[src/bct_pkg.sv]
// Shared constants and carrier types for the body control timers
package bct_pkg;

  localparam int TW              = 20;
  localparam int CLK_PERIOD_NS   = 10;
  localparam int TICK_PERIOD_NS  = 1_000_000;
  localparam int TICK_CYCLES     = TICK_PERIOD_NS / CLK_PERIOD_NS;

  // Durations in their own units, then as time base ticks of 1 ms
  localparam int DEFOG_TIME_MIN  = 11;
  localparam int WINDOW_TIME_S   = 30;
  localparam int DIM_TIME_S      = 6;
  localparam int BELT_TIME_S     = 6;
  localparam int WASH_THR_TIME_MS = 600;
  localparam int WASH_AFTER_TIME_MS = 3000;

  localparam logic [TW-1:0] DEFOG_MS  = TW'(DEFOG_TIME_MIN * 60_000);
  localparam logic [TW-1:0] WINDOW_MS = TW'(WINDOW_TIME_S * 1_000);
  localparam logic [TW-1:0] DIM_MS    = TW'(DIM_TIME_S * 1_000);
  localparam logic [TW-1:0] BELT_MS   = TW'(BELT_TIME_S * 1_000);
  localparam logic [TW-1:0] WASH_THR_MS   = TW'(WASH_THR_TIME_MS);
  localparam logic [TW-1:0] WASH_AFTER_MS = TW'(WASH_AFTER_TIME_MS);
  localparam logic [TW-1:0] DIM_STEP_MS   = TW'(DIM_TIME_S * 1_000 / 256);
  localparam logic [TW-1:0] UNLOCK_MS     = 20'h003E8;
  localparam logic [TW-1:0] WIPE_CYCLE_MS = 20'h003E8;
  localparam logic [TW-1:0] BELT_PULSE_MS = 20'h001F4;
  localparam logic [TW-1:0] INT_BASE_MS   = 20'h007D0;
  localparam logic [TW-1:0] INT_STEP_MS   = 20'h003E8;
  localparam logic [TW-1:0] DEBOUNCE_MS   = 20'h0000A;
  localparam logic [7:0]    DUTY_FULL     = 8'hFF;

  typedef struct packed {
    logic       ign_on;
    logic       ign_acc;
    logic       wiper_int;
    logic [3:0] int_knob;
    logic       washer;
    logic       key_in;
    logic       door_open;
    logic       drv_lock;
    logic       pas_lock;
    logic       defog_sw;
    logic       popup_sw;
    logic       belt_unfastened;
    logic       chg_hi;
    logic       chg_lo;
    logic       courtesy_door;
  } bct_sw_t;

  localparam int SW_W = $bits(bct_sw_t);

  typedef struct packed {
    logic unlock;
    logic defog;
    logic window_en;
    logic courtesy;
    logic belt_light;
    logic buzzer;
    logic wiper;
  } bct_drv_t;

endpackage

[src/bct_top.sv]
// Body control timers: lock, defogger, window, courtesy, belt and wiper
//
// Overview of operation
// - Door open, key in, driver knob locked: run unlock timer, drive unlock relay.
// - Driver knob unlocked keeps unlock gate low, whatever the passenger knob says.
// - Defogger press with ignition on and charge high starts defogger relay timer.
// - Defogger relay drops automatically after eleven minutes.
// - Second press or charge falling low releases the running defogger at once.
// - Ignition on keeps window and tension reducer enable active.
// - Ignition on-to-off holds window enable thirty seconds.
// - Door opening during that hold cancels it and drops enable immediately.
// - Courtesy switch at door position: open door lights dome, foot, cylinder.
// - Door closing with ignition off fades courtesy lights over six seconds.
// - Door closing with ignition on turns courtesy lights off immediately.
// - Ignition on runs six second belt window gated with alternating pulses.
// - Light flashes regardless of belt; buzzer only while belt unfastened.
// - Ignition off during belt window ends light and buzzer at once.
// - Buckling during the belt window stops the buzzer.
// - Ignition on or accessory with intermittent selected pulses wiper per knob interval.
// - Short washer press wipes once after a delay equal to press length.
// - Long washer press starts wiping after the threshold on-delay.
// - After washer release wiper keeps running for a further hold window.
// - Mist and washer wiping also work during intermittent, merged into one drive.
// - Every monitored switch is reflected on the diagnosis output.
`timescale 1ns/1ns
`default_nettype none
module bct_top
  import bct_pkg::*;
#(
  parameter int PRESCALE = TICK_CYCLES
) (
  input  wire logic     i_sys_clk,
  input  wire logic     i_rst_n,
  input  wire bct_sw_t  i_sw,
  output var  bct_drv_t o_drv,
  output var  bct_sw_t  o_diag
);

  // A prescale of one still needs a one-bit counter, which then ticks every cycle
  localparam int PS_W = (PRESCALE > 1) ? $clog2(PRESCALE) : 1;

  typedef enum logic [2:0] {WS_IDLE, WS_PRESS, WS_MIST_DLY, WS_WIPE_ONE, WS_LONG,
                            WS_HOLD} bct_wash_t;

  function automatic logic [TW-1:0] bct_inc(input logic [TW-1:0] c, input logic t);
    bct_inc = t ? c + 1'b1 : c;
  endfunction

  bct_sw_t       sw;
  bct_sw_t       sw_q;
  logic [PS_W-1:0] ps_r;
  logic          tick;
  logic          run;
  logic          gate_lock;
  logic          unlock_r;
  logic [TW-1:0] unlock_cnt_r;
  logic          defog_r;
  logic [TW-1:0] defog_cnt_r;
  logic          win_r;
  logic          win_hold_r;
  logic [TW-1:0] win_cnt_r;
  logic          dim_r;
  logic [7:0]    duty_r;
  logic [7:0]    phase_r;
  logic [TW-1:0] dim_cnt_r;
  logic          cour_r;
  logic          belt_win_r;
  logic [TW-1:0] belt_cnt_r;
  logic          pulse_r;
  logic [TW-1:0] pulse_cnt_r;
  logic          light_r;
  logic          buzz_r;
  logic          int_req_r;
  logic [TW-1:0] int_cnt_r;
  logic [TW-1:0] int_lim;
  bct_wash_t     ws_r;
  logic [TW-1:0] ws_cnt_r;
  logic [TW-1:0] press_r;
  logic          wash_req;
  logic          wiper_r;

  // Time base shared by every timer and the debouncer
  always_ff @(posedge i_sys_clk or negedge i_rst_n) begin
    if (!i_rst_n) begin
      ps_r <= '0;
    end else if (ps_r == PS_W'(PRESCALE - 1)) begin
      ps_r <= '0;
    end else begin
      ps_r <= ps_r + 1'b1;
    end
  end
  assign tick = (ps_r == PS_W'(PRESCALE - 1));

  bct_debounce #(.W(SW_W)) u_deb (
    .i_sys_clk (i_sys_clk),
    .i_rst_n   (i_rst_n),
    .i_tick    (tick),
    .i_raw     (i_sw),
    .o_clean   (sw)
  );

  always_ff @(posedge i_sys_clk or negedge i_rst_n) begin
    if (!i_rst_n) begin
      sw_q   <= '0;
      o_diag <= '0;
    end else begin
      sw_q   <= sw;
      o_diag <= sw;
    end
  end

  // Key-left lock prevention; passenger knob alone never reaches the timer
  assign gate_lock = sw.door_open & sw.key_in & sw.drv_lock;

  always_ff @(posedge i_sys_clk or negedge i_rst_n) begin
    if (!i_rst_n) begin
      unlock_r     <= 1'b0;
      unlock_cnt_r <= '0;
    end else if (gate_lock && !unlock_r && !(sw_q.door_open && sw_q.key_in && sw_q.drv_lock)) begin
      unlock_r     <= 1'b1;
      unlock_cnt_r <= '0;
    end else if (unlock_r) begin
      unlock_cnt_r <= bct_inc(unlock_cnt_r, tick);
      if (unlock_cnt_r >= UNLOCK_MS) begin
        unlock_r <= 1'b0;
      end
    end
  end

  // Defogger timer
  always_ff @(posedge i_sys_clk or negedge i_rst_n) begin
    if (!i_rst_n) begin
      defog_r     <= 1'b0;
      defog_cnt_r <= '0;
    end else if (defog_r) begin
      defog_cnt_r <= bct_inc(defog_cnt_r, tick);
      if ((sw.defog_sw && !sw_q.defog_sw) || sw.chg_lo || !sw.ign_on) begin
        defog_r <= 1'b0;
      end else if (defog_cnt_r >= DEFOG_MS) begin
        defog_r <= 1'b0;
      end
    end else if (sw.defog_sw && !sw_q.defog_sw && sw.ign_on && sw.chg_hi) begin
      defog_r     <= 1'b1;
      defog_cnt_r <= '0;
    end
  end

  // Window and tension reducer enable
  always_ff @(posedge i_sys_clk or negedge i_rst_n) begin
    if (!i_rst_n) begin
      win_hold_r <= 1'b0;
      win_cnt_r  <= '0;
      win_r      <= 1'b0;
    end else begin
      if (sw.ign_on) begin
        win_hold_r <= 1'b0;
      end else if (sw_q.ign_on) begin
        win_hold_r <= 1'b1;
        win_cnt_r  <= '0;
      end else if (win_hold_r) begin
        win_cnt_r <= bct_inc(win_cnt_r, tick);
        if ((sw.door_open && !sw_q.door_open) || win_cnt_r >= WINDOW_MS) begin
          win_hold_r <= 1'b0;
        end
      end
      win_r <= sw.ign_on | (win_hold_r & ~sw.ign_on & ~(sw.door_open & ~sw_q.door_open)
               & ~(win_cnt_r >= WINDOW_MS));
    end
  end

  // Dimming courtesy light: duty falls one step each DIM_STEP_MS
  always_ff @(posedge i_sys_clk or negedge i_rst_n) begin
    if (!i_rst_n) begin
      dim_r     <= 1'b0;
      duty_r    <= '0;
      dim_cnt_r <= '0;
    end else if (sw.ign_on || (sw.door_open && sw.courtesy_door)) begin
      dim_r <= 1'b0;
    end else if (sw_q.door_open && !sw.door_open && sw.courtesy_door) begin
      dim_r     <= 1'b1;
      duty_r    <= DUTY_FULL;
      dim_cnt_r <= '0;
    end else if (dim_r && tick) begin
      if (dim_cnt_r >= DIM_STEP_MS - 1'b1) begin
        dim_cnt_r <= '0;
        if (duty_r == '0) begin
          dim_r <= 1'b0;
        end else begin
          duty_r <= duty_r - 1'b1;
        end
      end else begin
        dim_cnt_r <= dim_cnt_r + 1'b1;
      end
    end
  end

  // Lamp load is slow, so a fast free-running phase gives a smooth fade
  always_ff @(posedge i_sys_clk or negedge i_rst_n) begin
    if (!i_rst_n) begin
      phase_r <= '0;
      cour_r  <= 1'b0;
    end else begin
      phase_r <= phase_r + 1'b1;
      cour_r  <= (sw.door_open & sw.courtesy_door)
                 | (dim_r & ~sw.ign_on & (phase_r < duty_r));
    end
  end

  // Belt warning window and pulse train
  always_ff @(posedge i_sys_clk or negedge i_rst_n) begin
    if (!i_rst_n) begin
      belt_win_r  <= 1'b0;
      belt_cnt_r  <= '0;
      pulse_r     <= 1'b0;
      pulse_cnt_r <= '0;
    end else begin
      if (!sw.ign_on) begin
        belt_win_r <= 1'b0;
      end else if (!sw_q.ign_on) begin
        belt_win_r <= 1'b1;
        belt_cnt_r <= '0;
      end else if (belt_win_r) begin
        belt_cnt_r <= bct_inc(belt_cnt_r, tick);
        if (belt_cnt_r >= BELT_MS) begin
          belt_win_r <= 1'b0;
        end
      end
      if (!belt_win_r) begin
        pulse_r     <= 1'b1;
        pulse_cnt_r <= '0;
      end else if (tick) begin
        if (pulse_cnt_r >= BELT_PULSE_MS - 1'b1) begin
          pulse_cnt_r <= '0;
          pulse_r     <= ~pulse_r;
        end else begin
          pulse_cnt_r <= pulse_cnt_r + 1'b1;
        end
      end
    end
  end

  always_ff @(posedge i_sys_clk or negedge i_rst_n) begin
    if (!i_rst_n) begin
      light_r <= 1'b0;
      buzz_r  <= 1'b0;
    end else begin
      light_r <= belt_win_r & pulse_r & sw.ign_on;
      buzz_r  <= belt_win_r & pulse_r & sw.ign_on & sw.belt_unfastened;
    end
  end

  // Intermittent wiper
  assign run     = sw.ign_on | sw.ign_acc;
  assign int_lim = INT_BASE_MS + TW'(sw.int_knob) * INT_STEP_MS;

  always_ff @(posedge i_sys_clk or negedge i_rst_n) begin
    if (!i_rst_n) begin
      int_req_r <= 1'b0;
      int_cnt_r <= '0;
    end else if (!(run && sw.wiper_int)) begin
      int_req_r <= 1'b0;
      int_cnt_r <= '0;
    end else if (tick) begin
      if (int_cnt_r >= int_lim) begin
        int_cnt_r <= '0;
        int_req_r <= 1'b1;
      end else begin
        int_cnt_r <= int_cnt_r + 1'b1;
        if (int_cnt_r >= WIPE_CYCLE_MS) begin
          int_req_r <= 1'b0;
        end
      end
    end
  end

  // Mist and washer-linked wiper
  always_ff @(posedge i_sys_clk or negedge i_rst_n) begin
    if (!i_rst_n) begin
      ws_r     <= WS_IDLE;
      ws_cnt_r <= '0;
      press_r  <= '0;
    end else if (!run) begin
      ws_r <= WS_IDLE;
    end else begin
      unique case (ws_r)
        WS_IDLE: begin
          if (sw.washer) begin
            ws_r    <= WS_PRESS;
            press_r <= '0;
          end
        end
        WS_PRESS: begin
          press_r <= bct_inc(press_r, tick);
          if (press_r >= WASH_THR_MS) begin
            ws_r <= WS_LONG;
          end else if (!sw.washer) begin
            ws_r     <= WS_MIST_DLY;
            ws_cnt_r <= '0;
          end
        end
        WS_MIST_DLY: begin
          ws_cnt_r <= bct_inc(ws_cnt_r, tick);
          if (ws_cnt_r >= press_r) begin
            ws_r     <= WS_WIPE_ONE;
            ws_cnt_r <= '0;
          end
        end
        WS_WIPE_ONE: begin
          ws_cnt_r <= bct_inc(ws_cnt_r, tick);
          if (ws_cnt_r >= WIPE_CYCLE_MS) begin
            ws_r <= WS_IDLE;
          end
        end
        WS_LONG: begin
          if (!sw.washer) begin
            ws_r     <= WS_HOLD;
            ws_cnt_r <= '0;
          end
        end
        WS_HOLD: begin
          ws_cnt_r <= bct_inc(ws_cnt_r, tick);
          if (sw.washer) begin
            ws_r <= WS_LONG;
          end else if (ws_cnt_r >= WASH_AFTER_MS) begin
            ws_r <= WS_IDLE;
          end
        end
      endcase
    end
  end

  assign wash_req = (ws_r == WS_WIPE_ONE) | (ws_r == WS_LONG) | (ws_r == WS_HOLD);

  always_ff @(posedge i_sys_clk or negedge i_rst_n) begin
    if (!i_rst_n) begin
      wiper_r <= 1'b0;
    end else begin
      wiper_r <= run & (int_req_r | wash_req);
    end
  end

  assign o_drv = '{unlock: unlock_r, defog: defog_r, window_en: win_r, courtesy: cour_r,
                   belt_light: light_r, buzzer: buzz_r, wiper: wiper_r};

  chk_unlock_knob: assert property (@(posedge i_sys_clk) disable iff (!i_rst_n)
    $rose(unlock_r) |-> $past(gate_lock)) else $error("unlock started without knob locked");
  chk_defog_start: assert property (@(posedge i_sys_clk) disable iff (!i_rst_n)
    $rose(defog_r) |-> $past(sw.ign_on && sw.chg_hi)) else $error("defogger start not allowed");
  chk_defog_low: assert property (@(posedge i_sys_clk) disable iff (!i_rst_n)
    (defog_r && sw.chg_lo) |=> !defog_r) else $error("defogger kept running with low charge");
  chk_window_ign: assert property (@(posedge i_sys_clk) disable iff (!i_rst_n)
    sw.ign_on |=> win_r) else $error("window enable low with ignition on");
  chk_window_door: assert property (@(posedge i_sys_clk) disable iff (!i_rst_n)
    (!sw.ign_on && $rose(sw.door_open)) ##1 !sw.ign_on |-> !win_r)
    else $error("window enable kept after door opened");
  chk_light_ign_on: assert property (@(posedge i_sys_clk) disable iff (!i_rst_n)
    (sw.ign_on && !sw.door_open) |=> !cour_r) else $error("courtesy light on with ignition on");
  chk_belt_ign_off: assert property (@(posedge i_sys_clk) disable iff (!i_rst_n)
    !sw.ign_on |=> !light_r && !buzz_r) else $error("belt warning active with ignition off");
  chk_buzz_belt: assert property (@(posedge i_sys_clk) disable iff (!i_rst_n)
    buzz_r |-> $past(sw.belt_unfastened) && light_r) else $error("buzzer with belt buckled");
  chk_wiper_run: assert property (@(posedge i_sys_clk) disable iff (!i_rst_n)
    !run [*2] |-> !wiper_r) else $error("wiper driven without ignition");

  cov_defog_on: cover property (@(posedge i_sys_clk) disable iff (!i_rst_n) $rose(defog_r));
  cov_dim_fade: cover property (@(posedge i_sys_clk) disable iff (!i_rst_n)
    dim_r && duty_r < DUTY_FULL);
  cov_wash_hold: cover property (@(posedge i_sys_clk) disable iff (!i_rst_n)
    ws_r == WS_HOLD && wiper_r);

endmodule
`default_nettype wire

[src/bct_debounce.sv]
// Input synchroniser and stability filter for the switch vector
`timescale 1ns/1ns
`default_nettype none
module bct_debounce
  import bct_pkg::*;
#(
  parameter int W = SW_W
) (
  input  wire logic         i_sys_clk,
  input  wire logic         i_rst_n,
  input  wire logic         i_tick,
  input  wire logic [W-1:0] i_raw,
  output logic      [W-1:0] o_clean
);

  logic [W-1:0]  meta_r;
  logic [W-1:0]  sync_r;
  logic [W-1:0]  last_r;
  logic [TW-1:0] stable_r;

  always_ff @(posedge i_sys_clk or negedge i_rst_n) begin
    if (!i_rst_n) begin
      meta_r <= '0;
      sync_r <= '0;
    end else begin
      meta_r <= i_raw;
      sync_r <= meta_r;
    end
  end

  // One shared counter: any bit moving restarts the wait for all bits
  always_ff @(posedge i_sys_clk or negedge i_rst_n) begin
    if (!i_rst_n) begin
      last_r   <= '0;
      stable_r <= '0;
      o_clean  <= '0;
    end else begin
      last_r <= sync_r;
      if (sync_r != last_r) begin
        stable_r <= '0;
      end else if (i_tick) begin
        if (stable_r >= DEBOUNCE_MS) begin
          o_clean <= last_r;
        end else begin
          stable_r <= stable_r + 1'b1;
        end
      end
    end
  end

endmodule
`default_nettype wire

[config.mk]
export PLATFORM = sky130hd
export DESIGN_NAME = bct_top
export DESIGN_NICKNAME = d
export VERILOG_FILES = /design/src/bct_pkg.sv /design/src/bct_top.sv /design/src/bct_debounce.sv
export SDC_FILE = /design/constraint.sdc
export NUM_CORES = 1
export LEC_CHECK = 0
export BUFFER_PORTS_ARGS = -buffer_cell sky130_fd_sc_hd__buf_2
export CAP_MARGIN = 10
export CELL_PAD_IN_SITES_DETAIL_PLACEMENT = 2
export CELL_PAD_IN_SITES_GLOBAL_PLACEMENT = 2
export CORE_ASPECT_RATIO = 1.4
export CORE_MARGIN = 2
export CORE_UTILIZATION = 43
export CTS_BUF_LIST = sky130_fd_sc_hd__clkbuf_2 sky130_fd_sc_hd__clkbuf_4 sky130_fd_sc_hd__clkbuf_8
export DETAILED_ROUTE_END_ITERATION = 6
export PLACE_DENSITY_LB_ADDON = 0.1
export SYNTH_ARGS = -nofsm -noshare
export SYNTH_HDL_FRONTEND = slang
export SYNTH_SLANG_ARGS = --single-unit
[constraint.sdc]
create_clock -name i_sys_clk -period 6.5 [get_ports i_sys_clk]
set_input_delay 0.65 -clock i_sys_clk [delete_from_list [all_inputs] [get_ports i_sys_clk]]
set_output_delay 0.65 -clock i_sys_clk [all_outputs]
set_load 0.01 [all_outputs]
== After elaboration in Yosys (flattened, before gate mapping) ==
Cells that the tools add are included.
Storage, ports and cells
  bits in registers: 338
  input bits: 20
  word-level logic and storage cells: 252
Operators by class
  add/sub/neg operators: 14
  multiply operators: 1
  magnitude comparators: 14
  eq/ne operators: 25
  multiplexer cells: 74
  bitwise operators: 26
  reductions and logical operators: 53
Operator list (count)
  2-to-1 mux 20 bit: 30
  adder 20 x 1 -> 20 bit (second input constant): 10
  >= comparator 20 x 10 -> 1 bit (second input constant): 4
  one-hot mux 20 bit (4 select lines): 1
  one-hot mux 20 bit (2 select lines): 1
  2-to-1 mux 8 bit: 4
  2-to-1 mux 1 bit: 27
  2-to-1 mux 3 bit: 9
  >= comparator 20 x 12 -> 1 bit (second input constant): 1
  >= comparator 20 x 13 -> 1 bit (second input constant): 1
  >= comparator 20 x 15 -> 1 bit: 1
  >= comparator 20 x 15 -> 1 bit (second input constant): 1
  >= comparator 20 bit: 1
  >= comparator 20 bit (second input constant): 1
  >= comparator 20 x 4 -> 1 bit (second input constant): 1
  >= comparator 20 x 5 -> 1 bit (second input constant): 1
  >= comparator 20 x 9 -> 1 bit (second input constant): 1
  inequality test 18 bit: 1
  one-hot mux 3 bit (6 select lines): 1
  nonzero test 2 bit: 9
  adder 17 x 1 -> 17 bit (second input constant): 1
  equality test 17 bit (second input constant): 1
  2-to-1 mux 17 bit: 1
  adder 11 x 14 -> 15 bit (first input constant): 1
  29 further kinds: 97

== Longest topological paths before layout ==
  word-level depth: 7
  mapped depth: 19

== Modules after synthesis ==
A second synthesis with hierarchy kept.
Unflattened totals
  cells, all modules: 1702
  area total of the unflattened synthesis: 17105.2 um^2
Modules (own cells, without submodules)
  bct_top: times used 1, cells each 1524, area an instance 14107.3 um^2, seq. area each 6155.9 um^2
  bct_debounce: times used 1, cells each 178, area an instance 2997.9 um^2, seq. area each 2302.2 um^2

== Worst setup path after synthesis ==
Ideal clock, no wire load.
  kind: register -> register
  start: reg u_deb.o_clean[12]
  end: reg int_cnt_r[10]
  setup time: 0.132 ns
  arrival time: 5.078 ns
  required time: 6.368 ns
  slack: 1.290 ns
  cell stages (with the launch flop): 19
  path buffers: 1
  clock period less this slack: 5.210 ns
  path through: dfrtp_1 > fa_1 > inv_1 > fa_1 > inv_1 > ha_1 > nor2b_1 > o311a_1 > or3_1 > o2111ai_1 > o211ai_1 > xor2_1 > ha_1 > nand4_1 > a2111oi_0 > o21ai_0 > nand2_1 > clkbuf_1 > nor2_1
On the way
  word-level cells in the longest chain between the ends: 6
Ends and longest elaborated chain
  start: declaration: RTL line bct_debounce.sv:13  | output logic [W-1:0] o_clean
  start signal: assignment: RTL line bct_debounce.sv:43  | o_clean <= last_r;
  multiplier 4 x 7 -> 11 bit: RTL line bct_top.sv:254  | assign int_lim = INT_BASE_MS + TW'(sw.int_knob) * INT_STEP_MS;
  adder 11 x 14 -> 15 bit: RTL line bct_top.sv:254
  >= comparator 20 x 15 -> 1 bit: RTL line bct_top.sv:264  | if (int_cnt_r >= int_lim) begin
  2-to-1 mux 20 bit: RTL line bct_top.sv:264
  2-to-1 mux 20 bit: RTL line bct_top.sv:263  | end else if (tick) begin
  2-to-1 mux 20 bit: RTL line bct_top.sv:260  | end else if (!(run && sw.wiper_int)) begin
  end signal: assignment: RTL line bct_top.sv:268  | int_cnt_r <= int_cnt_r + 1'b1;
  end: declaration: RTL line bct_top.sv:74  | logic [TW-1:0] int_cnt_r;
Every way passes these cells. The select of a mux whose other input is x is not followed.
A chain may end at the register's enable or synchronous reset.

== Final worst setup path ==
  start: reg u_deb.o_clean[12]
  end: reg int_cnt_r[11]
Same word-level chain as after synthesis.

==> flow_summary.toml <==
[logic_synthesis]
yosys.area_share.simple_pct = 21.96
ys_types = 69
synth_top_area_share_pct = 49.95
synth.cell_area_um2 = 16930
synth_ff_type = "dfrtp_1"
synth_compound_area_share_pct = 9.465
syn_avg_cell_area_um2 = 10.02
synth_top_family_by_area = "simple AND/OR/NAND/NOR gates"
netlist_instances = 1690
muxShareOfSynthArea_pct = 1.677
async_flop_share_pct = 100.0
netlist_top_cells_count = "338 x dfrtp_1, 171 x nor2_1, 117 x nand2_1"
synth_fa_ha_area_share_pct = 6.517
synth_xor_area_share_pct = 7.138
synth-warning-count = 0
ys_seq_area_share_pct = 49.95
yosysMostFrequentCell = "dfrtp_1"
synth_area_leaders = "dfrtp_1 50%, ha_1 5.7%, xnor2_1 4.4%"
ys_ff_latch = 338
synth_edf_count = 0
yosys.area.top_type = "dfrtp_1"
synth.net_count = 1794

[routing]
drt_iter0_drc = 609
drc = 0
top_layer = "met4"
route.vias.total = 13203
wirelength_met1_um = 19200
first_pass_iters = 4
via_per_inst = 5.693
ant_nets = 0
wirelength_um = 47870
wl_met3_um = 1225
wl_per_cell_um = 20.64
wl_met2_um = 26190

[clocking]
cts_tree = "built"
clkSinkCount = 338
postCtsSetupBuffers = 0
cts_resized = 0
cts_max_level = 2
cts_buffers = 56
clockBufferDepth = 3
clock_latency_ns = 0.64
hold_buffers = 0
cts-root-buf = "clkbuf_8"
path_clk_slew_ns = 0.06

[floorplanning]
top_level_ports = 45
die-area_um2 = 41010
initial_core_util_pct = 43.35
die_w_um = 171.7
rows = 86
core_um2 = 39060
die_h_um = 238.8

[global_route]
antenna_found_initial = 2
grt-ovfl-total = 0
grt_pass1_vias = 14957
grt_usage_pct = 24.07
grt_max_degree = 159
grt_pass1_wl_um = 79160

[sta]
tns_ns = 0
max_freq_mhz = 176.3
fin_worst_skew_ns = 0.02325
setup_viol_count_final = 0
fin_crit_sh_pct = 87.26
hold_violations = 0
period_needed_ns = 5.672
drv_slew = 0
worstMarginPinSlew_ns = 1.096
whs_ns = 0.08169
slew_headroom_pct = 26.64
rsz0062_at_grt = "false"

[place]
place.gp.congestion = 0.7592
dp_hpwl_um = 32670
numPortBuffers = 44

[setup_path]
slowest_stage = "fa_1"
start_kind = "register"
reg2reg_depth = 18
cp_top_family = "compound AO/OA/AOI/OAI gates"
slowest_delay_ns = 0.67
crit_path_cell_trace = "fa_1 -> inv_1 -> fa_1 -> inv_1 -> ha_1 -> nor2b_1 -> o311a_1 -> or3_1 -> o2111ai_1 -> o211ai_1 -> xor2_1 -> ha_1 -> a211oi_1 -> o21ai_0 -> a211o_1 -> o21ai_0 -> nand2_1 -> o21ai_0"
worstPathArrival_ns = 6.22
r2r_slack_ns = 0.83
r2r-end = "int_cnt_r[11]$_DFFE_PN0P_"
worstPathBufferInverterCount = 2
crit_path_start = "u_deb.o_clean[12]$_DFFE_PN0P_"
end_kind = "register"
r2r_start = "u_deb.o_clean[12]$_DFFE_PN0P_"
cp_max_fo = 15
crit_type = "reg2reg"
crit_required_ns = 7.04
cpMostUsedCell = "o21ai_0"

[job]
max-cap-violations = 0

[layout]
num-nets-final = 1852
layout-drive-gt1-share_pct = 11.06
syn2layout_area_growth_pct = 12.16

[pwr]
p_leak_nw = 8.593
power_density_nw_per_um2 = 228.9
vdd_drop_max_mv = 0.1896

[worst_hold_path]
hp-class = "in2async"

[status]
status = "finished clean"
power breakdown:
group | switching [mW] | total, mW | internal [mW]
Combinational | 0.0502 | 0.0620 | 0.0118
Sequential | 0.0126 | 2.13 | 2.12
Clock | 0.912 | 2.15 | 1.24
Total | 0.975 | 4.35 | 3.37
registers in the layout, summed over array words and instances (netlist names), 3 cells and up:
register / cells
belt_cnt_r: 20
defog_cnt_r: 20
dim_cnt_r: 20
duty_r: 8
int_cnt_r: 20
o_diag: 13
phase_r: 8
press_r: 20
ps_r: 17
pulse_cnt_r: 20
sw_q: 5
u_deb.last_r: 18
u_deb.meta_r: 18
u_deb.o_clean: 18
u_deb.stable_r: 20
u_deb.sync_r: 18
unlock_cnt_r: 20
win_cnt_r: 20
ws_cnt_r: 20
ws_r: 3
cell families after synthesis:
| group | count (synthesis) |
|---|---|
| AOI/OAI and AO/OA | 254 |
| adders and majority gates | 84 |
| DFF | 338 |
| xor gates and xnor gates | 138 |
| muxes | 26 |
| and+or+nand+nor | 710 |
| buffers and inverters | 140 |
placed cells by master (no fill, tap or decap), types with 19 or more instances in the layout:
cell,count
o31ai_1,19
nor3_1,36
mux2_2,19
clkbuf_8,73
a31oi_1,20
o21ai_0,72
nand3_1,81
xnor2_1,86
nor4_1,63
buf_2,43
a21oi_1,63
dfrtp_1,338
xor2_1,52
and3_1,37
nand2_1,117
nor2_1,171
inv_1,81
ha_1,77
nand4_1,53
and2_1,37
per-layer routing:
metal,up-vias,GRT usage [%]
li1,6111,-
met1,6846,28.09
met2,161,45.15
met3,85,3.146
met4,0,7.447
met5,-,0
worst reg2reg max path, stage by stage (launching register included):
cell       delay [ns]
dfrtp_1          0.54
fa_1             0.67
inv_1            0.10
fa_1             0.51
inv_1            0.05
ha_1             0.36
nor2b_1          0.18
o311a_1          0.32
or3_1            0.37
o2111ai_1        0.21
o211ai_1         0.18
xor2_1           0.18
ha_1             0.32
a211oi_1         0.24
o21ai_0          0.12
a211o_1          0.36
o21ai_0          0.23
nand2_1          0.37
o21ai_0          0.29
through the flow:
step | instances | area (um2) | worst slack [ns] | power [mW] | util (%)
global route | 2319 | 18990 | 0.4410 | 4.515 | 48.63
global placement | 2218 | 17710 | 1.025 | 2.237 | 45.33
CTS | 2318 | 18990 | 0.7839 | 4.416 | 48.62
floorplan | 1690 | 16930 | 1.290 | 2.175 | -
detailed placement | 2218 | 17710 | 0.7972 | 2.239 | 45.33
finish | 2319 | 18990 | 0.8281 | 4.348 | 48.63
how the worst max path moves through the flow:
stage                                end  slack (ns)  cells past startpoint
2_1_floorplan  int_cnt_r[10]$_DFFE_PN0P_        1.29                     18
3_3_place_gp   int_cnt_r[11]$_DFFE_PN0P_        1.03                     18
3_5_place_dp   int_cnt_r[11]$_DFFE_PN0P_        0.80                     18
4_1_cts        int_cnt_r[11]$_DFFE_PN0P_        0.78                     18
5_1_grt        int_cnt_r[11]$_DFFE_PN0P_        0.44                     18
6_report       int_cnt_r[11]$_DFFE_PN0P_        0.83                     18
cell type report:
class | instances | area (um2)
antenna | 1 | 2.502
multi-input combinational | 1212 | 7928
sequential | 338 | 8458
tap | 528 | 660.6
fill | 4069 | 20070
timing repair buffer | 59 | 355.3
clock inverter | 14 | 182.7
clock buffer | 86 | 1102
inverter | 81 | 304.0
Note: power is estimated with default switching activity, not from simulation.
